### src/upfc_defines.vh
// Purpose: constants for the unknown packet forward control block
// Assumes: 32-bit AHB-Lite register slave, byte-wide registers in low bits
// Notes:   offsets are register indices; the byte address is four times the index
`ifndef UPFC_DEFINES_VH
`define UPFC_DEFINES_VH
`define UPFC_OFF_DRVMC     8'h84
`define UPFC_OFF_VLAN      8'h85
`define UPFC_OFF_SELFIP    8'h86
`define UPFC_OFF_ADDR_LO   8'h68
`define UPFC_OFF_ADDR_HI   8'h6D
`define UPFC_CTRL_RST      8'h01
`define UPFC_MAP_RST       5'h00
`define UPFC_BIT_DRV_HI    7
`define UPFC_BIT_DRV_LO    6
`define UPFC_BIT_EN        5
`define UPFC_BIT_SELF      6
`define UPFC_DRV_4MA       2'h0
`define UPFC_DRV_8MA       2'h1
`define UPFC_DRV_10MA      2'h2
`define UPFC_DRV_14MA      2'h3
`define UPFC_MA_4          4'h4
`define UPFC_MA_8          4'h8
`define UPFC_MA_10         4'hA
`define UPFC_MA_14         4'hE
`define UPFC_HTRANS_NONSEQ 2'h2
`define UPFC_IDX_MSB       9
`define UPFC_IDX_LSB       2
`define UPFC_MAP_HI        4
`define UPFC_BYTE_HI       7
`define UPFC_ADDR_BYTES    6
`endif

### src/upfc_unknown_packet_forward_control.v
// Purpose: global forwarding controls for unmatched packets, drive select and own address
// Assumes: AHB-Lite slave, zero wait states, single word transfers, OKAY response
// Notes:   register byte address is four times its index, data in the low byte
//
// How it works
// - drive field 00,01,10,11 selects 4,8,10,14 mA on outputs
// - on the first clock after reset release drive bit1 loads inverted strap, bit0 loads strap level
// - strap low gives 10 mA; high or open gives 8 mA (01)
// - bit5 of 0x84 enables unknown non-IP multicast forwarding, resets 0
// - multicast map zero filters, set bits pick ports, resets zero
// - bit5 of 0x85 enables unknown VLAN ID forwarding, resets 0
// - VLAN map zero filters, set bits pick ports, resets zero
// - bit6 of 0x86 drops own-address packets at egress, resets 0
// - own address comes from config bytes 104 through 109
// - bit5 of 0x86 enables unknown IP multicast forwarding, resets 0
// - IP multicast map zero filters, set bits pick ports, resets zero
`timescale 1ns/100ps
`include "upfc_defines.vh"

module upfc_unknown_packet_forward_control
(
   input  wire        sys_clk,
   input  wire        rst_n,
   input  wire        hsel,
   input  wire [31:0] haddr,
   input  wire [1:0]  htrans,
   input  wire        hwrite,
   input  wire [2:0]  hsize,
   input  wire [31:0] hwdata,
   input  wire        hready,
   output reg  [31:0] hrdata,
   output reg         hreadyout,
   output reg         hresp,
   input  wire        driveStrengthStrapPin,
   output reg  [1:0]  driveSelect,
   output reg  [3:0]  driveMilliamps,
   output reg         mcastForwardEn,
   output reg  [4:0]  mcastPortMap,
   output reg         vlanForwardEn,
   output reg  [4:0]  vlanPortMap,
   output reg         selfFilterEn,
   output reg         ipMcastForwardEn,
   output reg  [4:0]  ipMcastPortMap,
   output reg  [47:0] ownAddress
);

   // ==========================================================
   // helpers
   function [3:0] driveToMa;
      input [1:0] sel;
      begin
         case (sel)
            `UPFC_DRV_4MA:  driveToMa = `UPFC_MA_4;
            `UPFC_DRV_8MA:  driveToMa = `UPFC_MA_8;
            `UPFC_DRV_10MA: driveToMa = `UPFC_MA_10;
            default:        driveToMa = `UPFC_MA_14;
         endcase
      end
   endfunction

   // ==========================================================
   // register state
   reg  [1:0]  drive_q;
   reg         mcEn_q;
   reg  [4:0]  mcMap_q;
   reg         vlEn_q;
   reg  [4:0]  vlMap_q;
   reg         selfEn_q;
   reg         ipEn_q;
   reg  [4:0]  ipMap_q;
   reg  [7:0]  addr_q [0:5];
   reg         strapDone_q;
   reg         wrPend_q;
   reg  [7:0]  wrAddr_q;
   reg  [7:0]  rdData_d;
   integer     i;

   // ==========================================================
   // address decode
   function inAddrWindow;
      input [7:0] idx;
      begin
         inAddrWindow = (idx >= `UPFC_OFF_ADDR_LO) & (idx <= `UPFC_OFF_ADDR_HI);
      end
   endfunction

   function [2:0] addrSlot;
      input [7:0] idx;
      reg   [7:0] off;
      begin
         off      = idx - `UPFC_OFF_ADDR_LO;
         addrSlot = off[2:0];
      end
   endfunction

   // ==========================================================
   // bus decode
   wire        accept   = hsel & hready & (htrans == `UPFC_HTRANS_NONSEQ);
   wire [7:0]  aIdx     = haddr[`UPFC_IDX_MSB:`UPFC_IDX_LSB];
   wire        aIsAddr  = inAddrWindow(aIdx);
   wire [2:0]  aSlot    = addrSlot(aIdx);
   wire        wIsAddr  = inAddrWindow(wrAddr_q);
   wire [2:0]  wSlot    = addrSlot(wrAddr_q);
   wire        wrDrvmc  = wrPend_q & (wrAddr_q == `UPFC_OFF_DRVMC);
   wire        wrVlan   = wrPend_q & (wrAddr_q == `UPFC_OFF_VLAN);
   wire        wrSelfip = wrPend_q & (wrAddr_q == `UPFC_OFF_SELFIP);
   wire        wrOwn    = wrPend_q & wIsAddr;
   wire [4:0]  wMap     = hwdata[`UPFC_MAP_HI:0];
   wire [7:0]  wByte    = hwdata[`UPFC_BYTE_HI:0];

   // ==========================================================
   // read mux
   always @*
   begin
      rdData_d = 8'h00;
      case (aIdx)
         `UPFC_OFF_DRVMC:
         begin
            rdData_d = {drive_q, mcEn_q, mcMap_q};
         end
         `UPFC_OFF_VLAN:
         begin
            rdData_d = {2'h0, vlEn_q, vlMap_q};
         end
         `UPFC_OFF_SELFIP:
         begin
            rdData_d = {1'h0, selfEn_q, ipEn_q, ipMap_q};
         end
         default:
         begin
            if (aIsAddr)
            begin
               rdData_d = addr_q[aSlot];
            end
         end
      endcase
   end

   // ==========================================================
   // bus phase tracking
   always @(posedge sys_clk)
   begin
      if (!rst_n)
      begin
         wrPend_q <= 1'b0;
         wrAddr_q <= 8'h00;
      end
      else
      begin
         wrPend_q <= accept & hwrite;
         if (accept)
         begin
            wrAddr_q <= aIdx;
         end
      end
   end

   // ==========================================================
   // bus response
   always @(posedge sys_clk)
   begin
      if (!rst_n)
      begin
         hrdata    <= 32'h00000000;
         hreadyout <= 1'b1;
         hresp     <= 1'b0;
      end
      else
      begin
         hreadyout <= 1'b1;
         hresp     <= 1'b0;
         if (accept & !hwrite)
         begin
            hrdata <= {24'h000000, rdData_d};
         end
      end
   end

   // ==========================================================
   // drive strength field
   always @(posedge sys_clk)
   begin
      if (!rst_n)
      begin
         drive_q     <= `UPFC_DRV_8MA;
         strapDone_q <= 1'b0;
      end
      else
      begin
         if (!strapDone_q)
         begin
            strapDone_q <= 1'b1;
            drive_q     <= {~driveStrengthStrapPin, driveStrengthStrapPin};
         end
         if (wrDrvmc)
         begin
            drive_q <= hwdata[`UPFC_BIT_DRV_HI:`UPFC_BIT_DRV_LO];
         end
      end
   end

   // ==========================================================
   // unknown multicast
   always @(posedge sys_clk)
   begin
      if (!rst_n)
      begin
         mcEn_q  <= 1'b0;
         mcMap_q <= `UPFC_MAP_RST;
      end
      else if (wrDrvmc)
      begin
         mcEn_q  <= hwdata[`UPFC_BIT_EN];
         mcMap_q <= wMap;
      end
   end

   // ==========================================================
   // unknown vlan id
   always @(posedge sys_clk)
   begin
      if (!rst_n)
      begin
         vlEn_q  <= 1'b0;
         vlMap_q <= `UPFC_MAP_RST;
      end
      else if (wrVlan)
      begin
         vlEn_q  <= hwdata[`UPFC_BIT_EN];
         vlMap_q <= wMap;
      end
   end

   // ==========================================================
   // self filter and unknown ip multicast
   always @(posedge sys_clk)
   begin
      if (!rst_n)
      begin
         selfEn_q <= 1'b0;
         ipEn_q   <= 1'b0;
         ipMap_q  <= `UPFC_MAP_RST;
      end
      else if (wrSelfip)
      begin
         selfEn_q <= hwdata[`UPFC_BIT_SELF];
         ipEn_q   <= hwdata[`UPFC_BIT_EN];
         ipMap_q  <= wMap;
      end
   end

   // ==========================================================
   // own address bytes
   always @(posedge sys_clk)
   begin
      if (!rst_n)
      begin
         for (i = 0; i < `UPFC_ADDR_BYTES; i = i + 1)
         begin
            addr_q[i] <= 8'h00;
         end
      end
      else if (wrOwn)
      begin
         addr_q[wSlot] <= wByte;
      end
   end

   // ==========================================================
   // drive outputs
   always @(posedge sys_clk)
   begin
      if (!rst_n)
      begin
         driveSelect    <= `UPFC_DRV_8MA;
         driveMilliamps <= `UPFC_MA_8;
      end
      else
      begin
         driveSelect    <= drive_q;
         driveMilliamps <= driveToMa(drive_q);
      end
   end

   // ==========================================================
   // multicast outputs
   always @(posedge sys_clk)
   begin
      if (!rst_n)
      begin
         mcastForwardEn <= 1'b0;
         mcastPortMap   <= `UPFC_MAP_RST;
      end
      else
      begin
         mcastForwardEn <= mcEn_q;
         mcastPortMap   <= mcMap_q;
      end
   end

   // ==========================================================
   // vlan outputs
   always @(posedge sys_clk)
   begin
      if (!rst_n)
      begin
         vlanForwardEn <= 1'b0;
         vlanPortMap   <= `UPFC_MAP_RST;
      end
      else
      begin
         vlanForwardEn <= vlEn_q;
         vlanPortMap   <= vlMap_q;
      end
   end

   // ==========================================================
   // self filter and ip multicast outputs
   always @(posedge sys_clk)
   begin
      if (!rst_n)
      begin
         selfFilterEn     <= 1'b0;
         ipMcastForwardEn <= 1'b0;
         ipMcastPortMap   <= `UPFC_MAP_RST;
      end
      else
      begin
         selfFilterEn     <= selfEn_q;
         ipMcastForwardEn <= ipEn_q;
         ipMcastPortMap   <= ipMap_q;
      end
   end

   // ==========================================================
   // own address output
   always @(posedge sys_clk)
   begin
      if (!rst_n)
      begin
         ownAddress <= 48'h000000000000;
      end
      else
      begin
         ownAddress <= {addr_q[0], addr_q[1], addr_q[2],
                        addr_q[3], addr_q[4], addr_q[5]};
      end
   end

endmodule // upfc_unknown_packet_forward_control

### config.mk
export PLATFORM = sky130hd
export DESIGN_NAME = upfc_unknown_packet_forward_control
export DESIGN_NICKNAME = d
export VERILOG_FILES = /design/src/upfc_unknown_packet_forward_control.v
export VERILOG_INCLUDE_DIRS = /design/src
export SDC_FILE = /design/constraint.sdc
export NUM_CORES = 1
export LEC_CHECK = 0
export ABC_AREA = 1
export BUFFER_PORTS_ARGS = -buffer_cell sky130_fd_sc_hd__buf_4
export CAP_MARGIN = 5
export CORE_UTILIZATION = 59
export CTS_BUF_LIST = sky130_fd_sc_hd__clkbuf_8
export CTS_CLUSTER_DIAMETER = 50
export DETAILED_ROUTE_END_ITERATION = 12
export MAX_ROUTING_LAYER = met4
export PLACE_DENSITY = 0.91
export SETUP_SLACK_MARGIN = 0.5
export SLEW_MARGIN = 20
export SYNTH_ARGS = -nofsm -noshare
export SYNTH_HDL_FRONTEND = slang
export SYNTH_SLANG_ARGS = --single-unit
### constraint.sdc
create_clock -name sys_clk -period 3.4 [get_ports sys_clk]
set_clock_uncertainty 0.05 [all_clocks]
set_input_delay 0 -clock sys_clk [delete_from_list [all_inputs] [get_ports sys_clk]]
set_output_delay 0 -clock sys_clk [all_outputs]
set_load 0.05 [all_outputs]
-- Yosys cells after proc, flatten, opt, wreduce, memory -nomap -nowiden
Memory sizes are Yosys's and may differ from the RTL's. A register that Yosys moved wholly into a read port is not among the register bits.
Cells that the tools add are included.
Widths: inputs -> output; s select.
- bits of input ports: 75
- memories kept: 1
- output and inout bits: 107
- word-level logic and storage cells: 71
- bits in registers: 64
- bits in writable memories: 48
- mux-type cells: 13
- add/subtract/negate cells: 2
- magnitude comparators: 4
- bitwise operators: 11
- equal/unequal tests: 10
- reductions and logical operators: 9
- memory list (memory ; depth ; bits a word ; read ports ; clocked after memory_dff ; wr ports ; line ; text):
    addr_q ; 6 ; 8 ; 7 ; 6 ; 6 ; upfc_unknown_packet_forward_control.v:71 ; reg [7:0] addr_q [0:5];
- operators by type and width (kind ; count):
    $eq 8x8->1 const B ; 6
    $pmux 8 s3 ; 1
    $ge 8x7->1 const B ; 2
    $le 8x7->1 const B ; 2
    $mux 8 ; 2
    $pmux 4 s3 ; 1
    $and 1x1->1 ; 10
    $reduce_or 8->1 ; 1
    $logic_not 1->1 ; 7
    $mux 1 ; 6
    $sub 3x1->3 const B ; 2
    $eq 2x2->1 const B ; 2
    $mux 2 ; 2
    $mux 3 ; 1
    $eq 2x1->1 const B ; 1
    $logic_not 2->1 ; 1
    $ne 2x1->1 const B ; 1
    $not 1->1 ; 1

-- Longest topological paths before layout
- depth in word-level cells: 8
- mapped depth: 9
- depth with buffers taken out: 9

-- Worst setup path before layout
No wires, ideal clock.
- path kind: register -> register
- start: reg wrAddr_q[0]
- end: mem addr_q[4][0] (enable)
- setup time: 384 ps
- data required time: 2966 ps
- arrival: 1504 ps
- period minus slack after synthesis: 1938 ps
- stages on the path, launching flop included: 5
- slack: 1462 ps
- buffers on the path: 1
- cell sequence: dfxtp_1 > clkbuf_2 > nor2_1 > nand2_1 > o21ai_0
- RTL lines (element ; line ; text):
    from (decl) ; upfc_unknown_packet_forward_control.v:74 ; reg [7:0] wrAddr_q;
    from (signal assigned) ; upfc_unknown_packet_forward_control.v:153 ; wrAddr_q <= aIdx;
    to (decl) ; upfc_unknown_packet_forward_control.v:71 ;

-- Worst setup path in the final report
- start: reg wrAddr_q[2]
- end: reg drive_q[1]
- cells in the longest elaborated chain, start to end: 3
- elaborated cells on any way between the ends: 4
- classes of those cells: 2 x eq/ne; 1 x mux; 1 x bitwise
- ends and longest elaborated chain (element ; line ; text):
    $eq 8x8->1 (no line) * ; n/a ;
    $and 1x1->1 * ; upfc_unknown_packet_forward_control.v:104 ; wire wrDrvmc = wrPend_q & (wrAddr_q == `UPFC_OFF_DRVMC);
    $ne 2x1->1 (no line) / $mux 2 (equally long branches) ; n/a ;
    to (signal assigned) ; upfc_unknown_packet_forward_control.v:185 ; drive_q <= `UPFC_DRV_8MA;
    to (signal assigned) ; upfc_unknown_packet_forward_control.v:193 ; drive_q <= {~driveStrengthStrapPin, driveStrengthStrapPin};
    to (signal assigned) ; upfc_unknown_packet_forward_control.v:197 ; drive_q <= hwdata[`UPFC_BIT_DRV_HI:`UPFC_BIT_DRV_LO];
    to (decl) ; upfc_unknown_packet_forward_control.v:63 ; reg [1:0] drive_q;
Every way passes the cells marked *; elsewhere a longest branch is shown, timed or not.
A chain may end at the register's enable or synchronous reset.

==> run_results.csv <==
group,metric,value,unit
power,ir_worst_vdd,0.2549,mV
power,p_comb_share,10.4,%
worst_hold_path,min_path_type,"in -> reg",
drt,drt.antenna.violating_nets,0,
worst_setup_path,required,3.76,ns
drt,via_per_inst,5.184,
worst_setup_path,r2r_cells,9,
clock_network,cts_tree,"yes",
sta,slew_violations,0,
sta,hold_viol,0,
power,swShare,27.33,%
synth,seq_area_frac_synth,60.67,%
worst_setup_path,startpoint_type,"flip-flop",
clock_network,numCtsBuffers,17,
sta,tightest_slew,0.9677,ns
worst_setup_path,slowest_stage,"dlygate4sd3_1",
clock_network,clk_pin_slew,0.09,ns
floorplanning,rows,38,
worst_hold_path,whs_path_depth,3,
sta,min_period_over_period,68.88,%
synth,yosysWarnings,0,
global_route,grt_antenna_before_repair,0,
synth,muxShareOfSynthArea,0,%
worst_setup_path,crit_top_cell,"nand2_1",
finish,area_delta_synth_final,19.82,%
synth,synth_simple_gate_area_share,21.29,%
finish,fin_cells,1061,
worst_setup_path,critPathKind,"reg -> reg",
synth,synth_compound_area_share,5.496,%
floorplanning,die_h,109.6,microns
clock_network,cts_sinks,175,
floorplanning,core,11080,sq um
worst_setup_path,cp_max_fo,13,
floorplanning,die_x,109.6,microns
synth,synth_cell_types,24,
global_route,grt_pass1_vias,5234,
global_route,overflow,0,
finish,final_cell_mix,"nand2_1 (177), inv_1 (124), dfxtp_1 (111)",
finish,antenna_cells,0,
synth,synth_area,6830,sq um
worst_setup_path,path_delay_family,"simple AND/OR/NAND/NOR gates",
power,intPower,0.002936,W
floorplanning,ioPinCount,182,
worst_setup_path,path_cells,"nand2_1, nor2_1, nand2_1, nor2_2, nand2_1, nand2_1, o21ai_0, dlygate4sd3_1, inv_1",
floorplanning,start_util,61.66,%
power,seqPwrFrac,55.7,%
synth,synth.avg_cell_area,8.768,sq um
clock_network,ctsHoldBuffers,18,
sta,finalSetupViolCount,0,
global_route,grt_pass1_wl,24720,microns
finish,final_common_cell,"nand2_1",
power,power.net_switching,0.001104,W
worst_setup_path,crit_path_end_kind,"flip-flop",
place,placedCellCount,1011,
finish,nNetsFinal,986,
synth,synthCells,779,
status,outcome,"completed",
finish,layout-drive-gt1-share,16.50,%
global_route,globalRouteTotalUtil,28.74,%
place,hpwl,10760,microns
clock_network,clk_latency,0.46,ns
clock_network,htreeDepth,4,
sta,setup_tns,0,ns
clock_network,root_buffer,"clkbuf_8",
sta,relSlewSlack,35.49,%
power,p_clk_share,34.0,%
drt,first_pass_iters,8,
global_route,grt_max_degree,110,
power,p_leak,4.084,nW
clock_network,cts_setup_buffers,0,
clock_network,cts_buffer_depth,2,
drt,drt_iter0_drc,620,
drt,finalWirelength,15840,microns
worst_setup_path,reg2reg_slack,1.06,ns
synth,synth-seq-cells,175,
floorplanning,dieArea,12010,sq um
worst_setup_path,path_depth,9,
place,io_buffers,103,
sta,whs,0.02726,ns
synth,synth_xor_area_share,0,%
worst_setup_path,worst-path-buf-inv,2,
place,place_congestion,0.9212,
drt,wl_per_cell,14.93,microns
job,drv_cap,0,
worst_setup_path,arrival,2.70,ns
sta,max_freq,427.0,MHz
worst_setup_path,slowest_delay,0.63,ns
sta,grt_setup_unrepaired,"false",
clock_network,cts.repair.resized,0,
drt,drc,0,
sta,finalCriticalPeriod,2.342,ns
synth,synth_fa_ha_area_share,0.5496,%
power,p_per_area,493.6,nW/um^2
drt,vias,5500,
synth,synth_top_family_by_area,"simple AND/OR/NAND/NOR gates",
==> tightest hold or removal path, cell delays in order <==
cell     delay, ns
buf_4         0.20
o21ai_0       0.22
a21oi_1       0.06
==> area by class of cell <==
type | instances | area, sq um
timing repair buffer | 124 | 975.9
inverter | 128 | 480.5
sequential | 175 | 4144
tap | 140 | 175.2
clock inverter | 14 | 130.1
multi-input combinational | 462 | 2031
fill | 752 | 2894
clock buffer | 18 | 247.7
==> final timing paths <==
| check | startpoint | endpoint |
|---|---|---|
| worst min-delay path | haddr[2] | wrAddr_q[0] |
| worst min register to register | mcMap_q[3] | mcastPortMap[3] |
| worst max-delay path | wrAddr_q[2] | drive_q[1] |
| worst max register to register | wrAddr_q[2] | drive_q[1] |
==> cell usage after synthesis, drive strengths merged <==
cell type / count / share of area (%)
nand2: 179 / 9.9
inv: 125 / 6.9
dfxtp: 111 / 33
nor2: 77 / 4.7
nand3: 74 / 5.6
edfxtp: 64 / 28
buf: 39 / 4.0
a21oi: 36 / 2.6
o21ai: 36 / 2.6
clkbuf: 16 / 0.90
nor3: 9 / 0.66
clkinv: 3 / 0.16
ha: 3 / 0.55
conb: 2 / 0.11
nand3b: 2 / 0.22
o211ai: 2 / 0.22
nor3b: 1 / 0.18
==> flip-flops by register name, indices dropped and copies added, names as in the netlist, 5 cells and up <==
name            count
addr_q             64
hrdata              8
ipMap_q             5
ipMcastPortMap      5
mcMap_q             5
mcastPortMap        5
ownAddress         48
vlMap_q             5
vlanPortMap         5
wrAddr_q            8
==> metrics by stage <==
stage | power, W | setup WS (ns) | util, % | instance area [sq um]
final | 0.004040 | 1.058 | 73.88 | 8184
after global routing | 0.004176 | 0.8852 | 73.88 | 8184
after CTS | 0.004037 | 1.100 | 73.85 | 8182
after detailed placement | 0.002691 | 1.117 | 68.82 | 7624
after global placement | 0.002680 | 1.188 | 68.82 | 7624
after floorplan | 0.002597 | 1.462 | - | 6984
==> power groups by stage <==
stage	Clock [W]	Sequential (W)	Combinational (W)
floorplan	0	0.00238	0.000221
global placement	0	0.00229	0.000385
detailed placement	0	0.00230	0.000394
CTS	0.00138	0.00225	0.000412
global route	0.00147	0.00226	0.000448
finish	0.00137	0.00225	0.000419
==> cell families (layout without fill, tap and decap cells) <==
group,count (synthesis),after routing
AO/OA/AOI/OAI,74,74
AND/OR/NAND/NOR,342,342
other,2,43
buffers and inverters,183,284
adder cells (fa/ha/maj),3,3
flip-flops,175,175
==> metal layers <==
metal	wire length (microns)	up-vias	share of wire, %	track usage (%)
li1	-	2622	-	-
met1	5777	2481	36	32.59
met2	7969	331	50	47.71
met3	1465	66	9.2	6.520
met4	629	0	4.0	14.86
met5	0	-	0	-
No activity file was read; power rests on OpenSTA's default activity.
